`config.mk`:
```
export PLATFORM = sky130hd
export DESIGN_NAME = external_memory_bus_pins
export DESIGN_NICKNAME = d
export VERILOG_FILES = /design/src/ext_mem_pkg.sv /design/src/mem_pin_sync.sv /design/src/external_memory_bus_pins.sv
export SDC_FILE = /design/constraint.sdc
export NUM_CORES = 1
export LEC_CHECK = 0
export BUFFER_PORTS_ARGS = -buffer_cell sky130_fd_sc_hd__clkbuf_2
export CAP_MARGIN = 25
export CORE_ASPECT_RATIO = 1.75
export CORE_MARGIN = 2
export CORE_UTILIZATION = 25
export CTS_BUF_LIST = sky130_fd_sc_hd__clkbuf_8
export DETAILED_ROUTE_END_ITERATION = 7
export SYNTH_ARGS = -nofsm -noshare
export SYNTH_HDL_FRONTEND = slang
export SYNTH_HIERARCHICAL = 1
export SYNTH_SLANG_ARGS = --single-unit
```
`constraint.sdc`:
```
create_clock -name clk -period 4.09 [get_ports clk]
set_clock_uncertainty 0.1 [all_clocks]
set_input_delay 0.2045 -clock clk [delete_from_list [all_inputs] [get_ports clk]]
set_output_delay 0.2045 -clock clk [all_outputs]
set_load 0.02 [all_outputs]
```
`src/ext_mem_pkg.sv`:
```
// Constants, types and decode helpers for the external memory pin block.
`default_nettype none
package ext_mem_pkg;
    // Bus geometry.
    localparam int DATA_W = 32;
    localparam int LANES = 4;
    localparam int ADDR_W = 22;
    localparam int SD_ADDR_W = 13;
    localparam int SD_BA_LSB = 20;
    localparam int SD_AUTO_PRE_BIT = 10;
    localparam int SD_BANKS = 2;
    localparam int IO_BANKS = 3;
    localparam int ST_BANKS = 2;
    localparam int IO_SPAN_W = 14;
    localparam logic [ADDR_W-1:0] IO_ADDR_MASK = 22'h00_3fff;
    localparam int SYNC_STAGES = 2;
    localparam int CNT_W = 8;

    // Idle pin levels after reset, and the active-low lane enables for each bus width.
    localparam logic [LANES-1:0] MASK_IDLE = 4'hf;
    localparam logic [LANES-1:0] LANES_OFF_N = 4'hf;
    localparam logic [LANES-1:0] LANES_8_N = 4'he;
    localparam logic [LANES-1:0] LANES_16_N = 4'hc;
    localparam logic [LANES-1:0] LANES_32_N = 4'h0;

    // Timing in nanoseconds and the derived cycle counts.
    localparam int CLK_PERIOD_NS = 25;
    localparam int TRCD_NS = 20;
    localparam int TRP_NS = 20;
    localparam int TWR_NS = 15;
    localparam int CAS_LATENCY = 2;
    localparam int STATIC_ACCESS_CYCLES = 4;

    // Least times round up, and never below one cycle.
    function automatic int min_cycles(input int t_ns);
        int c;
        c = (t_ns + CLK_PERIOD_NS - 1) / CLK_PERIOD_NS;
        return (c < 1) ? 1 : c;
    endfunction

    localparam int TRCD_CYC = min_cycles(TRCD_NS);
    localparam int TRP_CYC = min_cycles(TRP_NS);
    localparam int TWR_CYC = min_cycles(TWR_NS);
    localparam int READ_WAIT_CYC = CAS_LATENCY + SYNC_STAGES;

    typedef enum logic [1:0] {
        SPACE_SDRAM = 2'h0,
        SPACE_STATIC = 2'h1,
        SPACE_IO = 2'h2
    } space_t;

    typedef enum logic [1:0] {
        WIDTH_8 = 2'h1,
        WIDTH_16 = 2'h2,
        WIDTH_32 = 2'h3
    } width_t;

    typedef enum logic [8:0] {
        S_IDLE = 9'h001,
        S_SD_ACT = 9'h002,
        S_SD_RCD = 9'h004,
        S_SD_CMD = 9'h008,
        S_SD_LAT = 9'h010,
        S_SD_PRE = 9'h020,
        S_ST_ACC = 9'h040,
        S_ST_GAP = 9'h080,
        S_DONE = 9'h100
    } state_t;

    // Active-low one-hot select; an index past the bank count selects none.
    function automatic logic [3:0] select_n(input logic [1:0] bank);
        return ~(4'h1 << bank);
    endfunction
endpackage
`default_nettype wire

```
`src/mem_pin_sync.sv`:
```
// Two-stage synchroniser for pin inputs.
`timescale 1ns/1ps
`default_nettype none
module mem_pin_sync #(
    parameter int WIDTH = 1,
    parameter logic [WIDTH-1:0] RESET_VALUE = '0
) (
    input wire logic clk,
    input wire logic resetn,
    input wire logic [WIDTH-1:0] async_in,
    output logic [WIDTH-1:0] sync_out
);
    logic [WIDTH-1:0] meta_ff;
    logic [WIDTH-1:0] sync_ff;

    // The first stage feeds only the second stage.
    always_ff @(posedge clk or negedge resetn)
    begin
        if (!resetn)
        begin
            meta_ff <= RESET_VALUE;
            sync_ff <= RESET_VALUE;
        end
        else
        begin
            meta_ff <= async_in;
            sync_ff <= meta_ff;
        end
    end

    assign sync_out = sync_ff;
endmodule // mem_pin_sync
`default_nettype wire

```
`src/external_memory_bus_pins.sv`:
```
// Pin sequencer for the shared SDRAM, static memory and external I/O bus.
`timescale 1ns/1ps
`default_nettype none
// Overview of operation
// - Drive and receive a 32-bit data bus; static and I/O accesses can also use 8 or 16 bits.
// - One active-low SDRAM select per bank, two banks at most.
// - Active-low row strobe marks the row address phase of SDRAM commands.
// - Active-low column strobe marks the column address phase of commands.
// - SDRAM has its own write enable, apart from static and I/O strobes.
// - High mask blocks that lane: write data ignored, read output disabled.
// - Mask bits 0 to 3 cover data bytes 0 to 3 in order.
// - Three active-low I/O selects, 16KB each, only the addressed one low.
// - Slow I/O or static parts pull wait low; the access is stretched.
// - Two active-low static selects map processor addresses onto banks.
// - SDRAM row and column on address 12:0, bank on address 21:20.
module external_memory_bus_pins #(
    parameter int STATIC_ACCESS_CYCLES = ext_mem_pkg::STATIC_ACCESS_CYCLES
) (
    input wire logic clk,
    input wire logic resetn,
    input wire logic req_valid,
    output logic req_ready,
    input wire logic req_write,
    input wire ext_mem_pkg::space_t req_space,
    input wire logic [1:0] req_bank,
    input wire ext_mem_pkg::width_t req_width,
    input wire logic [ext_mem_pkg::ADDR_W-1:0] req_addr,
    input wire logic [ext_mem_pkg::SD_ADDR_W-1:0] req_row,
    input wire logic [ext_mem_pkg::SD_ADDR_W-1:0] req_col,
    input wire logic [ext_mem_pkg::DATA_W-1:0] req_wdata,
    input wire logic [ext_mem_pkg::LANES-1:0] req_be,
    output logic rsp_valid,
    output logic [ext_mem_pkg::DATA_W-1:0] rsp_rdata,
    input wire logic [ext_mem_pkg::DATA_W-1:0] data_in,
    output logic [ext_mem_pkg::DATA_W-1:0] data_out,
    output logic [ext_mem_pkg::LANES-1:0] data_oe_n,
    output logic [ext_mem_pkg::ADDR_W-1:0] addr_out,
    output logic [ext_mem_pkg::SD_BANKS-1:0] sdram_bank_select_n,
    output logic sdram_row_strobe_n,
    output logic sdram_column_strobe_n,
    output logic sdram_write_enable_n,
    output logic [ext_mem_pkg::LANES-1:0] sdram_byte_mask,
    output logic [ext_mem_pkg::IO_BANKS-1:0] io_bank_select_n,
    output logic [ext_mem_pkg::ST_BANKS-1:0] static_bank_select_n,
    output logic static_output_enable_n,
    output logic [ext_mem_pkg::LANES-1:0] static_write_enable_n,
    input wire logic external_wait_n
);
    import ext_mem_pkg::*;

    localparam logic [CNT_W-1:0] ACCESS_CNT = CNT_W'(STATIC_ACCESS_CYCLES - 1);
    localparam logic [CNT_W-1:0] TRCD_CNT = CNT_W'(TRCD_CYC - 1);
    localparam logic [CNT_W-1:0] TRP_CNT = CNT_W'(TRP_CYC - 1);
    localparam logic [CNT_W-1:0] TWR_CNT = CNT_W'(TWR_CYC - 1);
    localparam logic [CNT_W-1:0] READ_CNT = CNT_W'(READ_WAIT_CYC);

    state_t state_ff, nxt_state;
    logic [CNT_W-1:0] cnt_ff, nxt_cnt;
    logic [1:0] beat_ff, nxt_beat;
    logic [DATA_W-1:0] rdata_ff, nxt_rdata;
    logic rsp_valid_ff, nxt_rsp_valid;
    logic write_ff;
    space_t space_ff;
    logic [1:0] bank_ff;
    width_t width_ff;
    logic [ADDR_W-1:0] req_addr_ff;
    logic [SD_ADDR_W-1:0] row_ff, col_ff;
    logic [DATA_W-1:0] wdata_ff;
    logic [LANES-1:0] be_ff;
    logic wait_n_sync;
    logic [DATA_W-1:0] data_sync;

    // Pin registers and their next values.
    logic [ADDR_W-1:0] addr_pin_ff, nxt_addr_pin;
    logic [DATA_W-1:0] dout_ff, nxt_dout;
    logic [LANES-1:0] doe_n_ff, nxt_doe_n;
    logic [SD_BANKS-1:0] sd_cs_n_ff, nxt_sd_cs_n;
    logic ras_n_ff, nxt_ras_n, cas_n_ff, nxt_cas_n, sd_we_n_ff, nxt_sd_we_n;
    logic [LANES-1:0] mask_ff, nxt_mask;
    logic [IO_BANKS-1:0] io_cs_n_ff, nxt_io_cs_n;
    logic [ST_BANKS-1:0] st_cs_n_ff, nxt_st_cs_n;
    logic st_oe_n_ff, nxt_st_oe_n;
    logic [LANES-1:0] st_we_n_ff, nxt_st_we_n;

    // Both inputs come from pins, so each crosses two flip-flops first.
    mem_pin_sync #(.WIDTH(1), .RESET_VALUE(1'b1)) u_wait_sync (
        .clk(clk),
        .resetn(resetn),
        .async_in(external_wait_n),
        .sync_out(wait_n_sync)
    );

    mem_pin_sync #(.WIDTH(DATA_W), .RESET_VALUE('0)) u_data_sync (
        .clk(clk),
        .resetn(resetn),
        .async_in(data_in),
        .sync_out(data_sync)
    );

    // Beat decode for narrow buses: lane, address step and byte enables.
    logic take, beat_last;
    logic [ADDR_W-1:0] beat_off, beat_addr, static_addr;
    logic [DATA_W-1:0] beat_wdata;
    logic [LANES-1:0] beat_be, beat_oe_n, sd_sel_n, ext_sel_n;
    logic [ADDR_W-1:0] sd_row_addr, sd_col_addr;
    assign take = req_valid && (state_ff == S_IDLE);
    assign beat_last = (width_ff == WIDTH_32) ||
                       (width_ff == WIDTH_16 && beat_ff == 2'h1) ||
                       (beat_ff == 2'h3);
    assign beat_off = (width_ff == WIDTH_8) ? {20'h0_0000, beat_ff} :
                      (width_ff == WIDTH_16) ? {19'h0_0000, beat_ff, 1'b0} :
                      '0;
    assign beat_addr = req_addr_ff + beat_off;
    assign static_addr = (space_ff == SPACE_IO) ?
                         (beat_addr & IO_ADDR_MASK) : beat_addr;
    assign beat_wdata = (width_ff == WIDTH_8) ?
                        {24'h00_0000, wdata_ff[8*beat_ff +: 8]} :
                        (width_ff == WIDTH_16) ?
                        {16'h0000, wdata_ff[16*beat_ff[0] +: 16]} :
                        wdata_ff;
    assign beat_be = (width_ff == WIDTH_8) ? {3'h0, be_ff[beat_ff]} :
                     (width_ff == WIDTH_16) ?
                     {2'h0, be_ff[2*beat_ff[0] +: 2]} : be_ff;
    assign beat_oe_n = (width_ff == WIDTH_8) ? LANES_8_N :
                       (width_ff == WIDTH_16) ? LANES_16_N : LANES_32_N;
    assign sd_sel_n = select_n({1'b0, bank_ff[0]});
    assign ext_sel_n = select_n(bank_ff);
    assign sd_row_addr = {req_addr_ff[ADDR_W-1:SD_BA_LSB],
                          {(SD_BA_LSB-SD_ADDR_W){1'b0}}, row_ff};
    assign sd_col_addr = {req_addr_ff[ADDR_W-1:SD_BA_LSB],
                          {(SD_BA_LSB-SD_ADDR_W){1'b0}}, col_ff};

    // Sequencer: one request at a time; SDRAM closes its row every access.
    always_comb
    begin
        nxt_state = state_ff;
        nxt_cnt = cnt_ff;
        nxt_beat = beat_ff;
        nxt_rdata = rdata_ff;
        nxt_rsp_valid = 1'b0;
        unique case (state_ff)
            S_IDLE:
                if (req_valid)
                begin
                    nxt_beat = 2'h0;
                    nxt_cnt = (req_space == SPACE_SDRAM) ? '0 : ACCESS_CNT;
                    nxt_state = (req_space == SPACE_SDRAM) ? S_SD_ACT : S_ST_ACC;
                end
            S_SD_ACT:
            begin
                nxt_cnt = TRCD_CNT;
                nxt_state = S_SD_RCD;
            end
            S_SD_RCD:
                if (cnt_ff == '0)
                    nxt_state = S_SD_CMD;
                else
                    nxt_cnt = cnt_ff - 1'b1;
            S_SD_CMD:
            begin
                nxt_cnt = write_ff ? TWR_CNT : READ_CNT;
                nxt_state = S_SD_LAT;
            end
            S_SD_LAT:
                if (cnt_ff == '0)
                begin
                    if (!write_ff)
                        nxt_rdata = data_sync;
                    nxt_state = S_SD_PRE;
                end
                else
                    nxt_cnt = cnt_ff - 1'b1;
            S_SD_PRE:
            begin
                nxt_cnt = TRP_CNT;
                nxt_state = S_DONE;
            end
            S_ST_ACC:
                if (cnt_ff != '0)
                    nxt_cnt = cnt_ff - 1'b1;
                else if (wait_n_sync)
                begin
                    if (!write_ff && width_ff == WIDTH_8)
                        nxt_rdata[8*beat_ff +: 8] = data_sync[7:0];
                    else if (!write_ff && width_ff == WIDTH_16)
                        nxt_rdata[16*beat_ff[0] +: 16] = data_sync[15:0];
                    else if (!write_ff)
                        nxt_rdata = data_sync;
                    nxt_beat = beat_ff + 2'h1;
                    nxt_state = beat_last ? S_DONE : S_ST_GAP;
                end
            S_ST_GAP:
            begin
                nxt_cnt = ACCESS_CNT;
                nxt_state = S_ST_ACC;
            end
            S_DONE:
                if (cnt_ff == '0)
                begin
                    nxt_rsp_valid = 1'b1;
                    nxt_state = S_IDLE;
                end
                else
                    nxt_cnt = cnt_ff - 1'b1;
        endcase
    end

    // Pin decode; pins follow the state by one registered cycle.
    always_comb
    begin
        nxt_addr_pin = addr_pin_ff;
        nxt_dout = dout_ff;
        nxt_doe_n = LANES_OFF_N;
        nxt_sd_cs_n = '1;
        nxt_ras_n = 1'b1;
        nxt_cas_n = 1'b1;
        nxt_sd_we_n = 1'b1;
        nxt_mask = MASK_IDLE;
        nxt_io_cs_n = '1;
        nxt_st_cs_n = '1;
        nxt_st_oe_n = 1'b1;
        nxt_st_we_n = '1;
        unique case (state_ff)
            S_SD_ACT:
            begin
                nxt_sd_cs_n = sd_sel_n[SD_BANKS-1:0];
                nxt_ras_n = 1'b0;
                nxt_addr_pin = sd_row_addr;
            end
            S_SD_CMD:
            begin
                nxt_sd_cs_n = sd_sel_n[SD_BANKS-1:0];
                nxt_cas_n = 1'b0;
                nxt_sd_we_n = !write_ff;
                nxt_mask = ~be_ff;
                nxt_addr_pin = sd_col_addr;
                if (write_ff)
                begin
                    nxt_dout = wdata_ff;
                    nxt_doe_n = LANES_32_N;
                end
            end
            S_SD_LAT:
                // Read lanes stay enabled until the data has been caught.
                if (!write_ff)
                    nxt_mask = ~be_ff;
            S_SD_PRE:
            begin
                nxt_sd_cs_n = sd_sel_n[SD_BANKS-1:0];
                nxt_ras_n = 1'b0;
                nxt_sd_we_n = 1'b0;
                nxt_addr_pin[SD_AUTO_PRE_BIT] = 1'b1;
            end
            S_ST_ACC:
            begin
                if (space_ff == SPACE_IO)
                    nxt_io_cs_n = ext_sel_n[IO_BANKS-1:0];
                else
                    nxt_st_cs_n = ext_sel_n[ST_BANKS-1:0];
                nxt_addr_pin = static_addr;
                if (write_ff)
                begin
                    nxt_st_we_n = ~beat_be;
                    nxt_dout = beat_wdata;
                    nxt_doe_n = beat_oe_n;
                end
                else
                    nxt_st_oe_n = 1'b0;
            end
            S_IDLE, S_SD_RCD, S_ST_GAP, S_DONE:
            begin
            end
        endcase
    end

    // Request capture; the fields stay put until the answer.
    always_ff @(posedge clk or negedge resetn)
    begin
        if (!resetn)
        begin
            write_ff <= 1'b0;
            space_ff <= SPACE_SDRAM;
            bank_ff <= 2'h0;
            width_ff <= WIDTH_32;
            req_addr_ff <= '0;
            row_ff <= '0;
            col_ff <= '0;
            wdata_ff <= '0;
            be_ff <= '0;
        end
        else if (take)
        begin
            write_ff <= req_write;
            space_ff <= req_space;
            bank_ff <= req_bank;
            width_ff <= req_width;
            req_addr_ff <= req_addr;
            row_ff <= req_row;
            col_ff <= req_col;
            wdata_ff <= req_wdata;
            be_ff <= req_be;
        end
    end

    // Sequencer state.
    always_ff @(posedge clk or negedge resetn)
    begin
        if (!resetn)
        begin
            state_ff <= S_IDLE;
            cnt_ff <= '0;
            beat_ff <= 2'h0;
            rdata_ff <= '0;
            rsp_valid_ff <= 1'b0;
        end
        else
        begin
            state_ff <= nxt_state;
            cnt_ff <= nxt_cnt;
            beat_ff <= nxt_beat;
            rdata_ff <= nxt_rdata;
            rsp_valid_ff <= nxt_rsp_valid;
        end
    end

    // Pin registers, so no strobe can glitch on the board.
    always_ff @(posedge clk or negedge resetn)
    begin
        if (!resetn)
        begin
            {addr_pin_ff, dout_ff} <= '0;
            {doe_n_ff, mask_ff, st_we_n_ff} <= '1;
            {sd_cs_n_ff, io_cs_n_ff, st_cs_n_ff} <= '1;
            {ras_n_ff, cas_n_ff, sd_we_n_ff, st_oe_n_ff} <= 4'hf;
        end
        else
        begin
            {addr_pin_ff, dout_ff} <= {nxt_addr_pin, nxt_dout};
            {doe_n_ff, mask_ff, st_we_n_ff} <= {nxt_doe_n, nxt_mask, nxt_st_we_n};
            {sd_cs_n_ff, io_cs_n_ff, st_cs_n_ff} <=
                {nxt_sd_cs_n, nxt_io_cs_n, nxt_st_cs_n};
            {ras_n_ff, cas_n_ff, sd_we_n_ff, st_oe_n_ff} <=
                {nxt_ras_n, nxt_cas_n, nxt_sd_we_n, nxt_st_oe_n};
        end
    end

    assign req_ready = (state_ff == S_IDLE);
    assign rsp_valid = rsp_valid_ff;
    assign rsp_rdata = rdata_ff;
    assign data_out = dout_ff;
    assign data_oe_n = doe_n_ff;
    assign addr_out = addr_pin_ff;
    assign sdram_bank_select_n = sd_cs_n_ff;
    assign sdram_row_strobe_n = ras_n_ff;
    assign sdram_column_strobe_n = cas_n_ff;
    assign sdram_write_enable_n = sd_we_n_ff;
    assign sdram_byte_mask = mask_ff;
    assign io_bank_select_n = io_cs_n_ff;
    assign static_bank_select_n = st_cs_n_ff;
    assign static_output_enable_n = st_oe_n_ff;
    assign static_write_enable_n = st_we_n_ff;
endmodule // external_memory_bus_pins
`default_nettype wire

```
Yosys cells after proc, flatten, opt, wreduce, memory -nomap -nowiden
Index checks and enable logic that the tools add are counted.

word-level totals
  flip-flop bits (word level) = 286
  bits of input ports = 127
  output and inout port bits = 111
  logic and storage cells = 162

cells by class
  add/subtract/negate cells = 5
  order comparisons = 1
  equal/unequal tests = 25
  shift operators = 9
  muxes and demuxes = 64
  bitwise logic cells = 4
  reductions and logical operators = 23

operators with widths
  operator                                                                  count
  32-bit two-way mux                                                        10
  32-bit case mux with 2 select lines                                       2
  9-bit case mux with 9 select lines                                        1
  5-bit negation with 34-bit output                                         2
  32-bit bitwise mux                                                        2
  9-bit two-way mux                                                         7
  8-bit case mux with 6 select lines                                        1
  4-bit two-way mux                                                         9
  16-bit by 34-bit variable shift with 32-bit output, first input constant  1
  8-bit by 34-bit variable shift with 32-bit output, first input constant   1
  16-bit by 34-bit variable part select with 32-bit output                  1
  8-bit by 34-bit variable part select with 32-bit output                   1
  11-bit case mux with 3 select lines                                       1
  32-bit by 6-bit variable part select with 16-bit output                   1
  32-bit by 6-bit variable part select with 8-bit output                    1
  10-bit case mux with 3 select lines                                       1
  8-bit two-way mux                                                         3
  22-bit by 3-bit adder with 22-bit output                                  1
  22-bit two-way mux                                                        1
  2-bit != test, second input constant                                      9
  4-bit case mux with 2 select lines                                        2
  3-bit two-way mux                                                         5
  2-bit two-way mux                                                         7
  9-bit by 1-bit equality test with 1-bit output, second input constant     1
  40 further kinds                                                          60

Depth between registers and ports, before layout
  word-level depth = 8
  gate-level depth with buffers = 13
  gate-level depth less buffers = 12

Cells and area by module
The synthesis kept the hierarchy.

by module, submodules not included
  module                       times used  cells an instance  area an instance (um^2)  sequential area each (um^2)
  external_memory_bus_pins     1           931                10,192.3                 5,511.5
  mem_pin_sync at u_data_sync  1           64                 1,601.5                  1,601.5
  mem_pin_sync at u_wait_sync  1           2                  52.6                     52.6

Least setup slack after synthesis
Ideal clock, no wire load.

  path kind = flip-flop to flip-flop
  start = register width_ff[1]
  end = register addr_pin_ff[20], in the netlist addr_out[20]
  library setup time = 0.082 ns
  arrival = 3.002 ns
  required time = 3.908 ns
  setup slack = 0.907 ns
  cell stages (with the launch flop) = 12
  path buffers = 2
  period minus slack after synthesis = 3.183 ns
  path through = dfstp_2 > inv_1 > ha_1 > clkbuf_1 > clkbuf_1 > o21ai_0 > fa_1 > a21o_1 > nor4b_1 > nand2_1 > or4_1 > a31oi_1

between the ends
  word-level cells in the longest chain between the ends = 6
  elaborated cells between the ends (all ways) = 7
  classes of those cells = 1 x add/sub; 2 x eq/ne; 4 x mux

ends and longest elaborated chain
  what                                        line                             source
  from (decl)                                 external_memory_bus_pins.sv:65   width_t width_ff;
  from (signal assigned)                      external_memory_bus_pins.sv:296  width_ff <= req_width;
  2-bit equality test                         external_memory_bus_pins.sv:111  (width_ff == WIDTH_16) ? {19'h0_0000, beat_ff, 1'b0} :
  3-bit two-way mux                           external_memory_bus_pins.sv:111
  3-bit two-way mux *                         external_memory_bus_pins.sv:110  assign beat_off = (width_ff == WIDTH_8) ? {20'h0_0000, beat_ff} :
  22-bit by 3-bit adder with 22-bit output *  external_memory_bus_pins.sv:113  assign beat_addr = req_addr_ff + beat_off;
  22-bit two-way mux *                        external_memory_bus_pins.sv:114  assign static_addr = (space_ff == SPACE_IO) ?
  11-bit case mux with 3 select lines *       external_memory_bus_pins.sv:223  unique case (state_ff)
  to (signal assigned)                        external_memory_bus_pins.sv:338  {addr_pin_ff, dout_ff} <= {nxt_addr_pin, nxt_dout};
  to (decl)                                   external_memory_bus_pins.sv:74   logic [ADDR_W-1:0] addr_pin_ff, nxt_addr_pin;

Every way passes the cells marked *; elsewhere a longest branch is shown, timed or not.
A chain may end at the register's enable or synchronous reset.

Worst setup path in the final report
  start = register state_ff[2]
  end = register dout_ff[3], in the netlist data_out[3]

between the ends
  word-level cells in the longest chain between the ends = 3
  elaborated cells between the ends (all ways) = 7
  classes of those cells = 4 x eq/ne; 1 x mux; 2 x reduce/logical

ends and longest elaborated chain
  what                                                                                                              line                             source
  from (decl)                                                                                                       external_memory_bus_pins.sv:57   state_t state_ff, nxt_state;
  from (signal assigned)                                                                                            external_memory_bus_pins.sv:318  state_ff <= nxt_state;
  9-bit by 4-bit equality test with 1-bit output or 9-bit by 7-bit equality test with 1-bit output (tied branches)  external_memory_bus_pins.sv:223
  2-bit != test (no line) or 2-bit nonzero test (tied branches)                                                     -
  3-bit AND reduction (no line)                                                                                     -
  to (signal assigned)                                                                                              external_memory_bus_pins.sv:338
  to (decl)                                                                                                         external_memory_bus_pins.sv:75   logic [DATA_W-1:0] dout_ff, nxt_dout;

Parallel ways exist; a longest one is shown, timed or not.

==> flow_metrics.py <==
metrics = {
    "setup_path": {
        "reg2reg_to": "data_out[3]$_DFFE_PN0P_",
        "critPathTopFamily": "simple AND/OR/NAND/NOR gates",
        "startpoint_type": "register",
        "r2r_start": "state_ff[2]$_DFFE_PN0P_",
        "cp.depth": 7,
        "cp.buffers_inverters": 1,
        "arrival_ns": 3.86,
        "required_ns": 4.45,
        "worstSetupStartpoint": "state_ff[2]$_DFFE_PN0P_",
        "worstSetupPathType": "reg -> reg",
        "slowest_stage": "or3_1",
        "rr_worst_depth": 7,
        "r2r_slack_ns": 0.59,
        "endpoint": "data_out[3]$_DFFE_PN0P_",
        "path_cells": "or4_4, or3_1, or3_1, nor2_8, inv_2, a21oi_1, a21oi_1",
        "crit_path_max_fanout": 34,
        "cp_slowest_stage_delay_ns": 0.67,
        "critical_path.endpoint_type": "register",
    },
    "floorplan": {
        "dieArea_sq_um": 49210,
        "core.rowCount": 105,
        "initial_utilization_pct": 25.26,
        "die_w_um": 168.6,
        "fp.dieH_um": 292.0,
        "core-area_sq_um": 46900,
        "io_pins": 238,
    },
    "yosys": {
        "synth_top_flop_cell": "dfrtp_1",
        "ys_async_sr_fraction_pct": 100.0,
        "yosysSeqAreaShare_pct": 60.49,
        "synth_top_area_share_pct": 54.50,
        "syn_inst": 997,
        "synth-edff-count": 0,
        "synth.cell_area_sq_um": 11850,
        "ys_top_cells_by_count": "dfrtp_1 (258), nand2_1 (148), mux2_2 (100)",
        "synth_nets": 1137,
        "synth_seq_cells": 285,
        "yosysWarnings": 6,
        "yosysTopAreaCell": "dfrtp_1",
        "ys_types": 70,
        "avgSynthCellArea_sq_um": 11.88,
        "synth.most_common_cell": "dfrtp_1",
        "yosys-top-cells-area": "dfrtp_1 (54%), mux2_2 (9.5%), dfstp_2 (6.0%)",
    },
    "timing": {
        "setup_violations": 0,
        "post-route-min-period_ns": 3.498,
        "tightest_slew_ns": 0.8981,
        "setup_ws_ns": 0.5920,
        "fin_tns_setup_ns": 0,
        "hold_viol": 0,
        "rsz0062_at_grt": "no",
        "max_freq_ghz": 0.2859,
        "slew_headroom_pct": 39.49,
        "finalMaxSlewViolations": 0,
        "fin_crit_sh_pct": 85.53,
    },
    "worst_hold_path": {
        "hold_class": "in -> async",
    },
    "drt": {
        "wl_per_cell_um": 18.76,
        "antenna_left": 0,
        "drt_iter0_markers": 412,
        "vias": 9416,
        "finalWirelength_mm": 37.64,
        "drtPass1Iterations": 6,
        "drc": 0,
        "routed_via_density": 4.692,
    },
    "final_layout": {
        "area_growth_pct": 35.21,
        "regArea_sq_um": 7166,
        "multi_input_area_sq_um": 4420,
        "fill_cells": 4649,
        "layout.nets": 1518,
        "final_layout_size_suffix_gt1_share_pct": 34.09,
    },
    "global_route": {
        "grt_util_all_layers_pct": 15.15,
        "antenna_found_initial": 8,
        "grt_pass1_vias": 9748,
        "grt_overflow": 0,
        "grt_max_degree": 116,
        "grt_pass1_wl_mm": 56.84,
    },
    "power_and_ir_drop": {
        "clkPwrFrac_pct": 45.9,
        "p_sw_mw": 1.322,
        "p_int_mw": 4.422,
        "p_per_area_nw_per_um2": 358.6,
        "power_frac_comb_pct": 4.1,
        "leakagePower_nw": 7.677,
        "vdd_drop_max_v": 0.0002882,
        "p_sw_share_pct": 23.02,
        "seqPwrFrac_pct": 50.0,
    },
    "clocking": {
        "max-clock-path-buffers": 3,
        "cts_tree": "done",
        "insertion_delay_ns": 0.58,
        "path_clk_slew_ns": 0.07,
        "cts_made_buffers": 46,
        "cts_root_buffer": "clkbuf_8",
        "cts_resized": 0,
        "cts_num_sinks": 285,
        "htreeDepth": 2,
    },
    "placed_design": {
        "dp_worst_setup_slack_ns": 0.5970,
        "gp_congestion": 0.8333,
        "io_buffers": 237,
        "dpl.hpwl_mm": 26.87,
    },
    "outcome": {
        "run_status": "finished clean",
    },
    "job": {
        "drv_cap": 0,
    },
}
==> timing repair <==
item                      CTS  global route
hold buffers              126             0
hold endpoints to repair  214             0
buffers inserted            0             0
==> cell type report <==
| type | count | share of cell area [%] |
|---|---|---|
| tap | 588 | 4.593 |
| sequential | 285 | 44.74 |
| clock inverter | 25 | 1.156 |
| inverter | 17 | 0.3984 |
| antenna | 5 | 0.07811 |
| timing repair buffer | 380 | 16.37 |
| multi-input combinational | 648 | 27.60 |
| clock buffer | 59 | 5.070 |
==> metal layers <==
metal / wire (um) / global-route usage [%]
met1: 13360 / 15.72
met2: 20050 / 28.14
met3: 1909 / 2.643
met4: 2283 / 9.104
met5: 40 / 0
==> placed cells by master (no fill, tap or decap), types with 6 or more instances in the layout <==
| master | count |
|---|---|
| dfrtp_1 | 258 |
| clkbuf_2 | 236 |
| nand2_1 | 147 |
| dlygate4sd3_1 | 126 |
| mux2_2 | 100 |
| o21ai_0 | 72 |
| clkbuf_8 | 59 |
| nor2_1 | 54 |
| nand3_1 | 34 |
| dfstp_2 | 27 |
| inv_1 | 24 |
| a21oi_1 | 24 |
| a22oi_1 | 23 |
| nor3_1 | 15 |
| buf_4 | 14 |
| xor2_1 | 13 |
| o21ai_1 | 13 |
| ha_1 | 12 |
| mux2i_1 | 11 |
| a222oi_1 | 11 |
| nand2b_1 | 8 |
| mux4_2 | 8 |
| and3_1 | 7 |
| xnor2_1 | 7 |
| clkinvlp_4 | 7 |
| clkinv_2 | 6 |
==> through the flow <==
stage | hold slack (ns) | utilization (%) | std cells | total power, mW | instance area, sq um
floorplan | -0.1911 | - | 997 | 2.926 | 11850
detailed placement | 0.1740 | 29.31 | 1792 | 3.069 | 13750
finish | 0.1362 | 34.15 | 2007 | 5.744 | 16020
global placement | 0.1651 | 29.31 | 1792 | 3.066 | 13750
global route | 0.1232 | 34.15 | 2007 | 5.984 | 16020
CTS | 0.09943 | 34.13 | 2002 | 5.849 | 16010
==> worst min-delay path by stage <==
stage               slack [ns]                           endpoint         from  depth (start not counted)
floorplan                -0.19            addr_out[0]$_DFFE_PN0P_       resetn                          0
global placement          0.17              col_ff[8]$_DFFE_PN0P_       resetn                          1
detailed placement        0.17              row_ff[8]$_DFFE_PN0P_       resetn                          1
CTS                        0.1  u_data_sync/meta_ff[24]$_DFF_PN0_  data_in[24]                          2
global route              0.12   u_data_sync/meta_ff[8]$_DFF_PN0_   data_in[8]                          2
finish                    0.14        req_addr_ff[16]$_DFFE_PN0P_       resetn                          2
==> power groups by stage <==
stage | clock [mW] | combinational (mW) | sequential, mW
finish | 2.63 | 0.237 | 2.87
global route | 2.85 | 0.263 | 2.87
CTS | 2.73 | 0.244 | 2.87
detailed placement | 0 | 0.144 | 2.92
global placement | 0 | 0.143 | 2.92
floorplan | 0 | 0.0106 | 2.92
==> flip-flops by register name (all words and copies together), names as in the netlist, 2 cells and up <==
signal / cells
data_out: 32
rsp_rdata: 32
u_data_sync/meta_ff: 32
u_data_sync/sync_out: 32
wdata_ff: 32
addr_out: 22
req_addr_ff: 22
col_ff: 13
row_ff: 13
state_ff: 9
cnt_ff: 8
be_ff: 4
sdram_byte_mask: 4
static_write_enable_n: 4
data_oe_n: 3
io_bank_select_n: 3
bank_ff: 2
beat_ff: 2
sdram_bank_select_n: 2
space_ff: 2
static_bank_select_n: 2
width_ff: 2
==> cells by family after synthesis <==
family | share of synthesized area, %
multiplexers | 11.96
adder cells (fa/ha/maj) | 1.436
XOR/XNOR | 1.479
AND/OR/NAND/NOR | 12.81
buffers and inverters | 2.313
AO/OA/AOI/OAI | 9.517
flip-flops | 60.49
Power figures use the tool's default switching activity.
